## config.mk

```make
export PLATFORM = sky130hd
export DESIGN_NAME = csfa_core
export DESIGN_NICKNAME = d
export VERILOG_FILES = /design/src/csfa_pkg.sv /design/src/csfa_core.sv /design/src/csfa_alu.sv
export SDC_FILE = /design/constraint.sdc
export NUM_CORES = 1
export LEC_CHECK = 0
export ABC_AREA = 1
export BUFFER_PORTS_ARGS = -buffer_cell sky130_fd_sc_hd__buf_4
export CAP_MARGIN = 30
export CORE_UTILIZATION = 58
export CTS_CLUSTER_SIZE = 28
export DETAILED_ROUTE_END_ITERATION = 16
export PLACE_DENSITY = 0.92
export RECOVER_POWER = 100
export SETUP_SLACK_MARGIN = 0.4
export SYNTH_ARGS = -nofsm -noshare
export SYNTH_HDL_FRONTEND = slang
export SYNTH_SLANG_ARGS = --single-unit
```

## constraint.sdc

```tcl
create_clock -name clk -period 5.7 [get_ports clk]
set_input_delay 0.855 -clock clk [delete_from_list [all_inputs] [get_ports clk]]
set_output_delay 0.855 -clock clk [all_outputs]
set_load 0.02 [all_outputs]
```

## src/csfa_pkg.sv

```systemverilog
// Overview of operation
// - Work register: word 16, byte 8, nibble 4.
// - Bit target: bits 7..3 offset, 2..0 bit.
// - Any reset cause clears the work register.
// - Any reset cause clears the status word.
// - Status word writable whole or per byte.
// - Zero flag undefined after status copy.
// - Bit op on zero uses prior zero.
// - Arithmetic on status word gives undefined result.
// - Interrupt saves status word; return restores it.
// - Carry from bit 7 or bit 15.
// - Carry settable, clearable, bit-transfer target.
// - Zero from result, load, or bit.
// - Half carry from bit 3.
// - Width flag picks word or byte operation.
// - Width flag follows loads and width instructions.
// - Instruction width changes seen next, direct writes later.
// - Negative flag copies result MSB.
// - Range error on signed overflow.
// - Three user flags, no side effects.
// - Common area select picks shared region top.
// - Word access forces even address.
// - Interrupt enable cleared after save on entry.
// - Common area select in bits 5..4.
// - Pointer set select picks eight-byte block.
package csfa_pkg;
   // ==========================================================
   // Reset values.
   localparam logic [15:0] CSFA_AWR_RESET = 16'h0000;
   localparam logic [15:0] CSFA_SW_RESET  = 16'h0000;

   // ==========================================================
   // Status word field positions.
   localparam int CSFA_B_CARRY = 15;
   localparam int CSFA_B_ZERO  = 14;
   localparam int CSFA_B_HALF  = 13;
   localparam int CSFA_B_WIDTH = 12;
   localparam int CSFA_B_NEG   = 11;
   localparam int CSFA_B_USR2  = 10;
   localparam int CSFA_B_RANGE = 9;
   localparam int CSFA_B_MIE   = 8;
   localparam int CSFA_B_USR1  = 6;
   localparam int CSFA_B_CA_HI = 5;
   localparam int CSFA_B_CA_LO = 4;
   localparam int CSFA_B_USR0  = 3;
   localparam int CSFA_B_PS_HI = 2;
   localparam int CSFA_B_PS_LO = 0;

   // ==========================================================
   // Operand width masks and bit-select split.
   localparam logic [15:0] CSFA_MASK_WORD = 16'hFFFF;
   localparam logic [15:0] CSFA_MASK_BYTE = 16'h00FF;
   localparam logic [15:0] CSFA_MASK_NIB  = 16'h000F;
   localparam int          CSFA_OFS_HI    = 7;
   localparam int          CSFA_OFS_LO    = 3;
   localparam int          CSFA_NUM_HI    = 2;

   // ==========================================================
   // Common area tops and pointer set placement.
   localparam logic [15:0] CSFA_CA_TOP_0    = 16'h03FF;
   localparam logic [15:0] CSFA_CA_TOP_1    = 16'h1FFF;
   localparam logic [15:0] CSFA_CA_TOP_2    = 16'h3FFF;
   localparam logic [15:0] CSFA_CA_TOP_3    = 16'h7FFF;
   localparam logic [15:0] CSFA_PS_BASE     = 16'h0200;
   localparam logic [15:0] CSFA_PS_STEP_LSH = 16'h0003;

   // ==========================================================
   // Operations issued by the execution unit.
   typedef enum logic [3:0] {
      CSFA_OP_NOP     = 4'h0,
      CSFA_OP_ADD     = 4'h1,
      CSFA_OP_SUB     = 4'h2,
      CSFA_OP_CMP     = 4'h3,
      CSFA_OP_AND     = 4'h4,
      CSFA_OP_OR      = 4'h5,
      CSFA_OP_XOR     = 4'h6,
      CSFA_OP_LOAD    = 4'h7,
      CSFA_OP_LOAD_SW = 4'h8,
      CSFA_OP_SET_WID = 4'h9,
      CSFA_OP_CLR_WID = 4'hA,
      CSFA_OP_BIT_SET = 4'hB,
      CSFA_OP_BIT_CLR = 4'hC,
      CSFA_OP_BIT_TST = 4'hD,
      CSFA_OP_CY_LOAD = 4'hE
   } csfa_op_t;

   // Operand width, DESC means "use the width flag".
   typedef enum logic [1:0] {
      CSFA_W_BYTE = 2'h0,
      CSFA_W_WORD = 2'h1,
      CSFA_W_NIB  = 2'h2,
      CSFA_W_DESC = 2'h3
   } csfa_width_t;
endpackage

```

## src/csfa_core.sv

```systemverilog
`timescale 1ns/10ps
// ============================================================
// Work register and status word of the core.
module csfa_core
   import csfa_pkg::*;
(
   // Clock and reset sources.
   input  wire logic        clk,
   input  wire logic        rst,
   input  wire logic        ext_reset_pin_low,
   input  wire logic        break_reset,
   input  wire logic        wdt_reset,
   input  wire logic        trap_reset,
   // Instruction command.
   input  wire logic        cmd_valid,
   input  wire csfa_op_t    cmd_op,
   input  wire csfa_width_t cmd_width,
   input  wire logic [15:0] cmd_operand,
   input  wire logic [3:0]  cmd_bit_sel,
   input  wire logic        cmd_bit_in_sw,
   input  wire logic        cmd_bit_val,
   // Direct status word writes.
   input  wire logic [1:0]  sw_wr_be,
   input  wire logic [15:0] sw_wr_data,
   // Interrupt entry and return.
   input  wire logic        int_enter,
   input  wire logic        int_maskable,
   input  wire logic        int_return,
   input  wire logic [15:0] int_restore_data,
   input  wire logic        maskable_req,
   // Data memory word access.
   input  wire logic        mem_req,
   input  wire logic        mem_word,
   input  wire logic [15:0] mem_addr,
   // Register views.
   output logic      [15:0] awr_ff,
   output logic      [15:0] sw_ff,
   output logic             width_view_ff,
   output logic      [4:0]  bit_offset_ff,
   output logic      [2:0]  bit_num_ff,
   // Interrupt save and gating.
   output logic      [15:0] sw_save_data_ff,
   output logic             sw_save_valid_ff,
   output logic             maskable_take_ff,
   // Address helpers.
   output logic      [15:0] common_top_ff,
   output logic      [15:0] ptr_set_base_ff,
   output logic             mem_valid_ff,
   output logic      [15:0] mem_lo_addr_ff,
   output logic      [15:0] mem_hi_addr_ff
);
   // ==========================================================
   // Helper functions.
   function automatic logic [15:0] width_mask(input csfa_width_t w);
      case (w)
         CSFA_W_WORD: width_mask = CSFA_MASK_WORD;
         CSFA_W_NIB:  width_mask = CSFA_MASK_NIB;
         default:     width_mask = CSFA_MASK_BYTE;
      endcase
   endfunction

   function automatic logic [15:0] common_top(input logic [1:0] sel);
      case (sel)
         2'b00:   common_top = CSFA_CA_TOP_0;
         2'b01:   common_top = CSFA_CA_TOP_1;
         2'b10:   common_top = CSFA_CA_TOP_2;
         default: common_top = CSFA_CA_TOP_3;
      endcase
   endfunction

   // ==========================================================
   // Decode.
   logic        any_rst;
   csfa_width_t eff_width;
   logic [15:0] eff_mask;
   logic        is_word;
   logic        is_bitop;
   logic        take_cmd;
   logic        take_wr;
   logic        take_enter;
   logic        old_bit;
   logic [1:0]  logic_sel;
   logic [15:0] alu_res;
   logic        alu_carry;
   logic        alu_half;
   logic        alu_range;
   logic        alu_zero;
   logic        alu_neg;
   logic [15:0] nxt_awr;
   logic [15:0] nxt_sw;
   logic        nxt_width_view;

   // Every reset cause acts as the same synchronous clear.
   assign any_rst = rst | ~ext_reset_pin_low | break_reset | wdt_reset | trap_reset;

   // Descriptor width resolves through the delayed view of the width flag.
   assign eff_width = (cmd_width == CSFA_W_DESC) ?
                      (width_view_ff ? CSFA_W_WORD : CSFA_W_BYTE) : cmd_width;
   assign eff_mask  = width_mask(eff_width);
   assign is_word   = (eff_width == CSFA_W_WORD);
   assign is_bitop  = (cmd_op == CSFA_OP_BIT_SET) || (cmd_op == CSFA_OP_BIT_CLR) ||
                      (cmd_op == CSFA_OP_BIT_TST);
   assign logic_sel = (cmd_op == CSFA_OP_AND) ? 2'h1 :
                      (cmd_op == CSFA_OP_OR)  ? 2'h2 :
                      (cmd_op == CSFA_OP_XOR) ? 2'h3 : 2'h0;
   assign old_bit   = cmd_bit_in_sw ? sw_ff[cmd_bit_sel] : cmd_bit_val;

   // Priority: return, entry, direct write, then instruction.
   assign take_enter = int_enter & ~int_return;
   assign take_wr    = (sw_wr_be != 2'b00) & ~int_return & ~int_enter;
   assign take_cmd   = cmd_valid & ~int_return & ~int_enter & (sw_wr_be == 2'b00);

   csfa_alu u_alu (
      .a         (awr_ff),
      .b         (cmd_operand),
      .is_word   (is_word),
      .is_sub    ((cmd_op == CSFA_OP_SUB) || (cmd_op == CSFA_OP_CMP)),
      .logic_sel (logic_sel),
      .result    (alu_res),
      .carry     (alu_carry),
      .half      (alu_half),
      .range_err (alu_range),
      .zero      (alu_zero),
      .neg       (alu_neg)
   );

   // ==========================================================
   // Next state of the work register and status word.
   // Flags not named by an operation simply keep their value.
   always_comb begin
      nxt_awr        = awr_ff;
      nxt_sw         = sw_ff;
      nxt_width_view = width_view_ff;
      if (int_return) begin
         nxt_sw         = int_restore_data;
         nxt_width_view = int_restore_data[CSFA_B_WIDTH];
      end else if (take_enter) begin
         if (int_maskable) begin
            nxt_sw[CSFA_B_MIE] = 1'b0;
         end
      end else if (take_wr) begin
         // Direct writes change the width flag view one instruction late.
         nxt_width_view = sw_ff[CSFA_B_WIDTH];
         if (sw_wr_be[1]) begin
            nxt_sw[15:8] = sw_wr_data[15:8];
         end
         if (sw_wr_be[0]) begin
            nxt_sw[7:0] = sw_wr_data[7:0];
         end
      end else if (take_cmd) begin
         nxt_width_view = sw_ff[CSFA_B_WIDTH];
         case (cmd_op)
            CSFA_OP_ADD, CSFA_OP_SUB, CSFA_OP_CMP: begin
               nxt_sw[CSFA_B_CARRY] = alu_carry;
               nxt_sw[CSFA_B_ZERO]  = alu_zero;
               nxt_sw[CSFA_B_HALF]  = alu_half;
               nxt_sw[CSFA_B_NEG]   = alu_neg;
               nxt_sw[CSFA_B_RANGE] = alu_range;
               if (cmd_op != CSFA_OP_CMP) begin
                  nxt_awr = (awr_ff & ~eff_mask) | (alu_res & eff_mask);
               end
            end
            CSFA_OP_AND, CSFA_OP_OR, CSFA_OP_XOR: begin
               nxt_sw[CSFA_B_ZERO] = alu_zero;
               nxt_sw[CSFA_B_NEG]  = alu_neg;
               nxt_awr = (awr_ff & ~eff_mask) | (alu_res & eff_mask);
            end
            CSFA_OP_LOAD: begin
               nxt_awr = (awr_ff & ~eff_mask) | (cmd_operand & eff_mask);
               nxt_sw[CSFA_B_ZERO] = ((cmd_operand & eff_mask) == 16'h0000);
               if (eff_width != CSFA_W_NIB) begin
                  nxt_sw[CSFA_B_WIDTH] = is_word;
                  nxt_width_view       = is_word;
               end
            end
            CSFA_OP_LOAD_SW: begin
               // Zero flag is left alone since its value is undefined here.
               nxt_awr = (awr_ff & ~eff_mask) | (sw_ff & eff_mask);
            end
            CSFA_OP_SET_WID: begin
               nxt_sw[CSFA_B_WIDTH] = 1'b1;
               nxt_width_view       = 1'b1;
            end
            CSFA_OP_CLR_WID: begin
               nxt_sw[CSFA_B_WIDTH] = 1'b0;
               nxt_width_view       = 1'b0;
            end
            CSFA_OP_BIT_SET, CSFA_OP_BIT_CLR, CSFA_OP_BIT_TST: begin
               if (cmd_bit_in_sw && (cmd_op != CSFA_OP_BIT_TST)) begin
                  nxt_sw[cmd_bit_sel] = (cmd_op == CSFA_OP_BIT_SET);
               end
               // Zero reflects the old target bit, so a zero target sees its prior value.
               nxt_sw[CSFA_B_ZERO] = ~old_bit;
            end
            CSFA_OP_CY_LOAD: begin
               nxt_sw[CSFA_B_CARRY] = cmd_bit_val;
            end
            default: begin
               nxt_sw = sw_ff;
            end
         endcase
      end
   end

   // ==========================================================
   // Registers.
   always_ff @(posedge clk) begin
      if (any_rst) begin
         awr_ff        <= CSFA_AWR_RESET;
         sw_ff         <= CSFA_SW_RESET;
         width_view_ff <= 1'b0;
         bit_offset_ff <= 5'h00;
         bit_num_ff    <= 3'h0;
      end else begin
         awr_ff        <= nxt_awr;
         sw_ff         <= nxt_sw;
         width_view_ff <= nxt_width_view;
         bit_offset_ff <= nxt_awr[CSFA_OFS_HI:CSFA_OFS_LO];
         bit_num_ff    <= nxt_awr[CSFA_NUM_HI:0];
      end
   end

   // Save the old word on entry; the enable is cleared only afterwards.
   always_ff @(posedge clk) begin
      if (any_rst) begin
         sw_save_data_ff  <= CSFA_SW_RESET;
         sw_save_valid_ff <= 1'b0;
         maskable_take_ff <= 1'b0;
      end else begin
         if (take_enter) begin
            sw_save_data_ff <= sw_ff;
         end
         sw_save_valid_ff <= take_enter;
         maskable_take_ff <= maskable_req & sw_ff[CSFA_B_MIE];
      end
   end

   // Region decode follows the status word as it will stand next cycle.
   always_ff @(posedge clk) begin
      if (any_rst) begin
         common_top_ff   <= CSFA_CA_TOP_0;
         ptr_set_base_ff <= CSFA_PS_BASE;
      end else begin
         common_top_ff   <= common_top(nxt_sw[CSFA_B_CA_HI:CSFA_B_CA_LO]);
         ptr_set_base_ff <= CSFA_PS_BASE +
                            ({13'h0000, nxt_sw[CSFA_B_PS_HI:CSFA_B_PS_LO]}
                             << CSFA_PS_STEP_LSH);
      end
   end

   // Word accesses never straddle a pair; the address bit 0 is dropped.
   always_ff @(posedge clk) begin
      if (any_rst) begin
         mem_valid_ff   <= 1'b0;
         mem_lo_addr_ff <= 16'h0000;
         mem_hi_addr_ff <= 16'h0000;
      end else begin
         mem_valid_ff <= mem_req;
         if (mem_req) begin
            mem_lo_addr_ff <= mem_word ? {mem_addr[15:1], 1'b0} : mem_addr;
            mem_hi_addr_ff <= mem_word ? {mem_addr[15:1], 1'b1} : mem_addr;
         end
      end
   end
endmodule // csfa_core

```

## src/csfa_alu.sv

```systemverilog
`timescale 1ns/10ps
// ============================================================
// Adder and logic unit with flag outputs for byte or word.
module csfa_alu
   import csfa_pkg::*;
(
   // Operands and mode.
   input  wire logic [15:0] a,
   input  wire logic [15:0] b,
   input  wire logic        is_word,
   input  wire logic        is_sub,
   input  wire logic [1:0]  logic_sel,
   // Result and flags.
   output logic      [15:0] result,
   output logic             carry,
   output logic             half,
   output logic             range_err,
   output logic             zero,
   output logic             neg
);
   logic [16:0] sum_w;
   logic [8:0]  sum_b;
   logic [4:0]  sum_n;
   logic [15:0] b_eff;
   logic [15:0] arith;
   logic [15:0] logic_res;
   logic        msb_a;
   logic        msb_b;
   logic        msb_r;

   // Separate narrow adders expose the bit 3 and bit 7 carries directly.
   assign sum_w = is_sub ? ({1'b0, a} - {1'b0, b}) : ({1'b0, a} + {1'b0, b});
   assign sum_b = is_sub ? ({1'b0, a[7:0]} - {1'b0, b[7:0]}) : ({1'b0, a[7:0]} + {1'b0, b[7:0]});
   assign sum_n = is_sub ? ({1'b0, a[3:0]} - {1'b0, b[3:0]}) : ({1'b0, a[3:0]} + {1'b0, b[3:0]});
   assign b_eff = is_sub ? ~b : b;
   assign arith = is_word ? sum_w[15:0] : {8'h00, sum_b[7:0]};

   // Logic selection; code 0 is the arithmetic path.
   assign logic_res = (logic_sel == 2'h1) ? (a & b) :
                      (logic_sel == 2'h2) ? (a | b) : (a ^ b);
   assign result    = (logic_sel == 2'h0) ? arith :
                      (is_word ? logic_res : {8'h00, logic_res[7:0]});

   // Flag derivation at the active width.
   assign msb_a     = is_word ? a[15] : a[7];
   assign msb_b     = is_word ? b_eff[15] : b_eff[7];
   assign msb_r     = is_word ? result[15] : result[7];
   assign carry     = is_word ? sum_w[16] : sum_b[8];
   assign half      = sum_n[4];
   assign range_err = (msb_a == msb_b) && (msb_r != msb_a);
   assign zero      = (result == 16'h0000);
   assign neg       = msb_r;
endmodule // csfa_alu

```

[Yosys cells after proc, flatten, opt, wreduce, memory -nomap -nowiden]
Index checks and enable logic that the tools add are counted.
Storage, ports and cells
  bits in registers: 124
  output and inout port bits: 124
Cells by class
  bitwise logic cells: 29
  $lt $le $gt $ge: 2
  multiplexer cells: 58
  add/sub/neg operators: 7
  equality and inequality tests: 33
  reduce and logical (&&, ||, !) cells: 36
Operators by type and width (count)
  16-bit two-way mux: 11
  16-bit AND: 5
  16-bit bitwise OR: 4
  16-bit case mux with 4 select lines: 1
  8-bit two-way mux: 7
  15-bit case mux with 3 select lines: 1
  5-bit AND reduction: 7
  16-bit logical NOT: 2
  16-bit inverter: 2
  16-bit case mux with 2 select lines: 1
  4-bit equality test (second input constant): 7
  4-bit nonzero test: 6
  1-bit two-way mux: 18
  9-bit two-way mux: 2
  16-bit by 16-bit adder with 17-bit output: 1
  17-bit two-way mux: 1
  16-bit by 16-bit subtractor with 17-bit output: 1
  16-bit bitwise mux: 1
  4-bit by 3-bit equality test with 1-bit output (second input constant): 4
  16-bit XOR: 1
  10-bit by 6-bit adder with 11-bit output (first input constant): 1
  5-bit nonzero test: 2
  8-bit by 8-bit adder with 9-bit output: 1
  3-bit != test (second input constant): 3
  other kinds (37): 75

[Logic depth before layout (Yosys ltp)]
  depth after elaboration: 19
  gate-level depth with buffers: 28
  mapped depth without buffers: 28

[By module]
A second synthesis with hierarchy kept.
Second synthesis, totals
  cells, all modules: 1247
  area total of the unflattened synthesis: 7260.7 µm²
By module, submodules not included
  csfa_core: area an instance 4648.2 µm², cells an instance 754, instances 1
  csfa_alu: area an instance 2612.5 µm², cells an instance 493, instances 1

[Worst setup path before layout]
No wires, ideal clock.
  path type: in2reg
  from: input cmd_operand[1]
  to: register sw_ff[9]
  stages: 24
  path slack: 1.839 ns
  arrival time: 3.741 ns
  data required time: 5.581 ns
  cells stage by stage: inv_1 -> ha_1 -> inv_1 -> nor3_1 -> inv_1 -> or4_1 -> o31ai_1 -> o21ai_1 -> xor2_1 -> ha_1 -> nand2_1 -> inv_1 -> nand2_1 -> nand2_1 -> a21oi_1 -> nand2_1 -> nand2_1 -> nand3_1 -> nand2_1 -> nand2_1 -> o211ai_1 -> nand3_1 -> nand2_1 -> a21oi_1
Between the ends
  cells in the longest elaborated chain, start to end: 12
  elaborated cells on any way between the ends: 16
  classes of those cells: add/sub (4); eq/ne (1); mux (10); reduce/logical (1)
Ends and longest elaborated chain
  start, declared: line csfa_core.sv:18  | input wire logic [15:0] cmd_operand,
  16-bit by 16-bit adder with 17-bit output, or another cell as far along: line csfa_alu.sv:32  | assign sum_w = is_sub ? ({1'b0, a} - {1'b0, b}) : ({1'b0, a} + {1'b0, b});
  17-bit two-way mux or 9-bit two-way mux (tied branches): line csfa_alu.sv:32, csfa_alu.sv:33
  16-bit two-way mux (*): line csfa_alu.sv:36  | assign arith = is_word ? sum_w[15:0] : {8'h00, sum_b[7:0]};
  16-bit two-way mux (*): line csfa_alu.sv:41  | assign result = (logic_sel == 2'h0) ? arith :
  1-bit two-way mux (*): line csfa_alu.sv:47  | assign msb_r = is_word ? result[15] : result[7];
  1-bit != test (*): line csfa_alu.sv:50  | assign range_err = (msb_a == msb_b) && (msb_r != msb_a);
  1-bit logical AND (*): line csfa_alu.sv:50
  1-bit case mux with 2 select lines (*): line csfa_core.sv:152  | case (cmd_op)
  16-bit two-way mux (*): line csfa_core.sv:150  | end else if (take_cmd) begin
  16-bit two-way mux (*): line csfa_core.sv:141  | end else if (take_wr) begin
  7-bit two-way mux (*): line csfa_core.sv:137  | end else if (take_enter) begin
  16-bit two-way mux (*): line csfa_core.sv:134  | if (int_return) begin
  end signal, assigned: line csfa_core.sv:216  | sw_ff <= nxt_sw;
  end, declared: line csfa_core.sv:37  | output logic [15:0] sw_ff,
Every way passes the cells marked *; elsewhere a longest branch is shown, timed or not. The select of a mux whose other input is x is not followed.
A chain may end at the register's enable or synchronous reset.

[Final worst setup path]
  from: input cmd_op[3]
  to: register sw_ff[14]
Between the ends
  cells in the longest elaborated chain, start to end: 15
  elaborated cells on any way between the ends: 34
  classes of those cells: eq/ne (12); mux (15); reduce/logical (7)
Ends and longest elaborated chain
  start, declared: line csfa_core.sv:16  | input wire csfa_op_t cmd_op,
  4-bit by 3-bit equality test with 1-bit output: line csfa_core.sv:105, csfa_core.sv:152
  2-bit two-way mux: line csfa_core.sv:105  | (cmd_op == CSFA_OP_XOR) ? 2'h3 : 2'h0;
  2-bit two-way mux: line csfa_core.sv:104  | (cmd_op == CSFA_OP_OR) ? 2'h2 :
  2-bit two-way mux: line csfa_core.sv:103  | assign logic_sel = (cmd_op == CSFA_OP_AND) ? 2'h1 :
  2-bit equality test: line csfa_alu.sv:40  | (logic_sel == 2'h2) ? (a | b) : (a ^ b);
  16-bit two-way mux: line csfa_alu.sv:40
  16-bit two-way mux: line csfa_alu.sv:39  | assign logic_res = (logic_sel == 2'h1) ? (a & b) :
  16-bit two-way mux: line csfa_alu.sv:42  | (is_word ? logic_res : {8'h00, logic_res[7:0]});
  16-bit two-way mux: line csfa_alu.sv:41
  16-bit logical NOT: line csfa_alu.sv:51  | assign zero = (result == 16'h0000);
  1-bit case mux with 3 select lines: line csfa_core.sv:152
  16-bit two-way mux: line csfa_core.sv:150
  16-bit two-way mux: line csfa_core.sv:141
  7-bit two-way mux: line csfa_core.sv:137
  16-bit two-way mux: line csfa_core.sv:134
Several ways; a longest one is shown, not always the timed one. The select of a mux whose other input is x is not followed.

==> results.toml <==
[power_and_ir_drop]
p_sw_share_pct = 33.34
p_per_area_nw_per_um2 = 175.2
peakVddDrop_mv = 0.1740
switchingPower_mw = 0.4875
seqPwrFrac_pct = 34.7
leakage_nw = 4.057
p_total_mw = 1.462
power_frac_comb_pct = 24.5
power.share.clock_pct = 40.8
intPower_mw = 0.9745

[placement]
hpwlAfterDp_um = 18940
place.gp.congestion = 0.9527
io_buffers = 190
dp.cells = 1504

[timing]
hold_viol_final = 0
tightest_slew_ns = 1.633
timing.slew.headroom_pct = -8.863
slew_violations = 34
fin_tns_setup_ns = 0
whs_ns = 0.4767
rsz0062_at_grt = "false"
finClkSkew_ns = 0.01072
fmax_mhz = 238.5
min_period_over_period_pct = 73.55
fin_crit_ns = 4.192
setup_viol = 0

[global_route]
grt_max_degree = 34
grt_pass1_vias = 8103
antenna_found_initial = 0
groute.usage.overall_pct = 39.02
grt_overflow = 0
grt_pass1_wl_um = 39540

[floorplan]
start_util_pct = 59.67
die_y_um = 113.4
rows = 40
dieArea_um2 = 12860
core-area_um2 = 12060
io-pin-count = 215
die-width_um = 113.4

[clock_network]
clock_latency_ns = 0.34
clock_path_buffers = 2
cts_buffers = 9
clkSinkCount = 72
cts_setup_buffers = 0
cts_hold_buf = 0
clk_pin_slew_ns = 0.06
cts_tree = "yes"
ctsHtreeMaxLevel = 3
ctsResizeCount = 0
root_buffer = "clkbuf_16"

[setup_path]
startpoint = "cmd_op[3]"
critical_path_class = "in2reg"
arrival_ns = 4.46
ff2ff_path_depth = 21
crit_path_start_kind = "input port"
crit_end = "sw_ff[14]$_SDFFE_PP0P_"
reg2reg_to = "sw_ff[14]$_SDFFE_PP0P_"
worstPathRequired_ns = 5.96
r2r_slack_ns = 3.03
crit_path_end_kind = "flip-flop"
r2r_start = "awr_ff[0]$_SDFFE_PP0P_"
crit_fanout = 12

[routing]
via_per_inst = 5.680
wirelength_um = 25130
wire_per_inst_um = 16.53
drtIter0Drc = 827
vias = 8634
firstDrtPassIters = 7
drc = 0
postRouteAntennaNets = 0

[synth]
synthSimpleGateAreaFrac_pct = 31.62
synth_edf_count = 0
synth_flop_cell = "dfxtp_1"
synth_top_family_by_area = "simple AND/OR/NAND/NOR gates"
ys_async_sr_fraction_pct = 0
synth_mux_area_share_pct = 0
ys_types = 53
postSynthCellCount = 1199
synth_seq_cells = 72
syn_avg_cell_area_um2 = 6.002
yosysWarnings = 0
synth_adder_area_share_pct = 8.797
syn_area_um2 = 7197
synth_xor_area_share_pct = 1.947
ys_seq_area_share_pct = 20.03
synth_compound_area_share_pct = 20.29

[final_layout]
antenna_cells = 0
final_common_cell = "nand2_1"
area_delta_synth_final_pct = 15.96
fill_cells = 1166
finalNetCount = 1488
drive_above_1_share_pct = 10.87
final_cells = 1520
final_cell_mix = "nand2_1, inv_1, clkbuf_1"

[hold_path]
holdPathStages = 2
hold_path_class = "reg2reg"

[run]
maxCapViolations = 1

[outcome]
failed_checks = "capacitance limit, slew limit"
status = "complete, but fails checks"
state kept, by name, indices dropped and copies added (netlist names):
register          count
awr_ff               16
mem_lo_addr_ff       16
sw_ff                16
sw_save_data_ff      16
common_top_ff         3
maskable_take_ff      1
mem_hi_addr_ff        1
mem_valid_ff          1
sw_save_valid_ff      1
width_view_ff         1
layout make-up:
cell class / count / area [um^2] / share of cell area [%]
clock buffer: 9 / 225.2 / 2.699
clock inverter: 7 / 82.58 / 0.9895
inverter: 190 / 715.7 / 8.576
multi-input combinational: 878 / 4597 / 55.08
sequential: 72 / 1441 / 17.27
tap: 168 / 210.2 / 2.519
timing repair buffer: 196 / 1074 / 12.86
critical path, cell delays in order:
cell	delay, ns
clkbuf_1	0.14
nor2_1	0.12
inv_1	0.08
nor2_1	0.10
clkbuf_1	0.48
clkinv_1	0.41
nand2_1	0.18
xor2_1	0.15
inv_1	0.06
ha_1	0.34
nand2_1	0.11
nor2_1	0.24
nand3_1	0.17
nand4_1	0.13
nand3_1	0.15
nand2_1	0.16
nand3_1	0.09
nor2_1	0.13
nand2_1	0.08
nand2_1	0.05
nand2_1	0.04
nand2_1	0.05
nand2_1	0.04
a21oi_1	0.10
synth_stat cells (2+ instances only):
cell type	number	area, um^2
o21bai_1	3	22.52
nand2_2	3	18.77
buf_2	4	20.02
o21ai_0	74	370.4
o211ai_1	14	105.1
a41oi_1	4	35.03
o2111ai_1	2	17.52
inv_1	174	653.1
a211oi_1	5	37.54
a21oi_1	102	510.5
a22oi_1	7	52.55
a31oi_1	14	87.58
nor2_1	97	364.1
nor3_1	15	75.07
buf_4	55	412.9
dfxtp_1	72	1441
a221oi_1	4	35.03
inv_2	12	45.04
nand3b_1	2	15.01
o22ai_1	7	43.79
clkinv_1	3	11.26
nand2_1	311	1167
conb_1	2	7.510
nand4_1	10	62.56
and2_1	4	25.02
nand3_1	67	335.3
xor2_1	16	140.1
nand2_4	2	22.52
nor2_4	7	78.83
clkbuf_1	21	78.83
o21ai_1	5	25.02
or2_2	5	31.28
ha_1	49	613.1
nor2_2	8	50.05
power by group through the flow:
stage / Combinational (mW) / Sequential, mW / Clock [mW]
final: 0.358 / 0.508 / 0.596
after floorplan: 0.235 / 0.521 / 0
after global placement: 0.342 / 0.519 / 0
after global routing: 0.390 / 0.508 / 0.625
after detailed placement: 0.348 / 0.519 / 0
after CTS: 0.351 / 0.508 / 0.598
worst min path at each step:
| stage | startpoint | endpoint |
|---|---|---|
| floorplan | sw_save_data_ff[4]$_SDFFE_PP0P_ | sw_save_data_ff[4]$_SDFFE_PP0P_ |
| global route | mem_lo_addr_ff[9]$_SDFFE_PP0P_ | mem_lo_addr_ff[9]$_SDFFE_PP0P_ |
| detailed placement | mem_hi_addr_ff[0]$_SDFFE_PP0P_ | mem_hi_addr_ff[0]$_SDFFE_PP0P_ |
| global placement | mem_hi_addr_ff[0]$_SDFFE_PP0P_ | mem_hi_addr_ff[0]$_SDFFE_PP0P_ |
| finish | mem_lo_addr_ff[9]$_SDFFE_PP0P_ | mem_lo_addr_ff[9]$_SDFFE_PP0P_ |
| CTS | mem_lo_addr_ff[9]$_SDFFE_PP0P_ | mem_lo_addr_ff[9]$_SDFFE_PP0P_ |
metal layers:
| layer | wire length, um | track usage, % |
|---|---|---|
| met1 | 9507 | 45.73 |
| met3 | 2611 | 8.767 |
| met2 | 11610 | 66.05 |
| met5 | 0 | 0 |
| met4 | 1401 | 21.84 |
cell families (layout without fill, tap and decap cells):
logic type	Yosys count	count (layout)
simple gates	535	535
compound gates	253	253
flops	72	72
xor+xnor	16	16
fa+ha+maj	50	50
buf+inv	271	402
other cells	2	24
metrics by stage:
stage	cell area, um^2	util, %	setup WS, ns
floorplan	7279	-	1.839
global placement	8438	69.96	1.325
detailed placement	8438	69.96	1.226
CTS	8746	72.51	1.580
global route	8346	69.19	1.199
finish	8346	69.19	1.508
No activity file was read; power rests on OpenSTA's default activity.
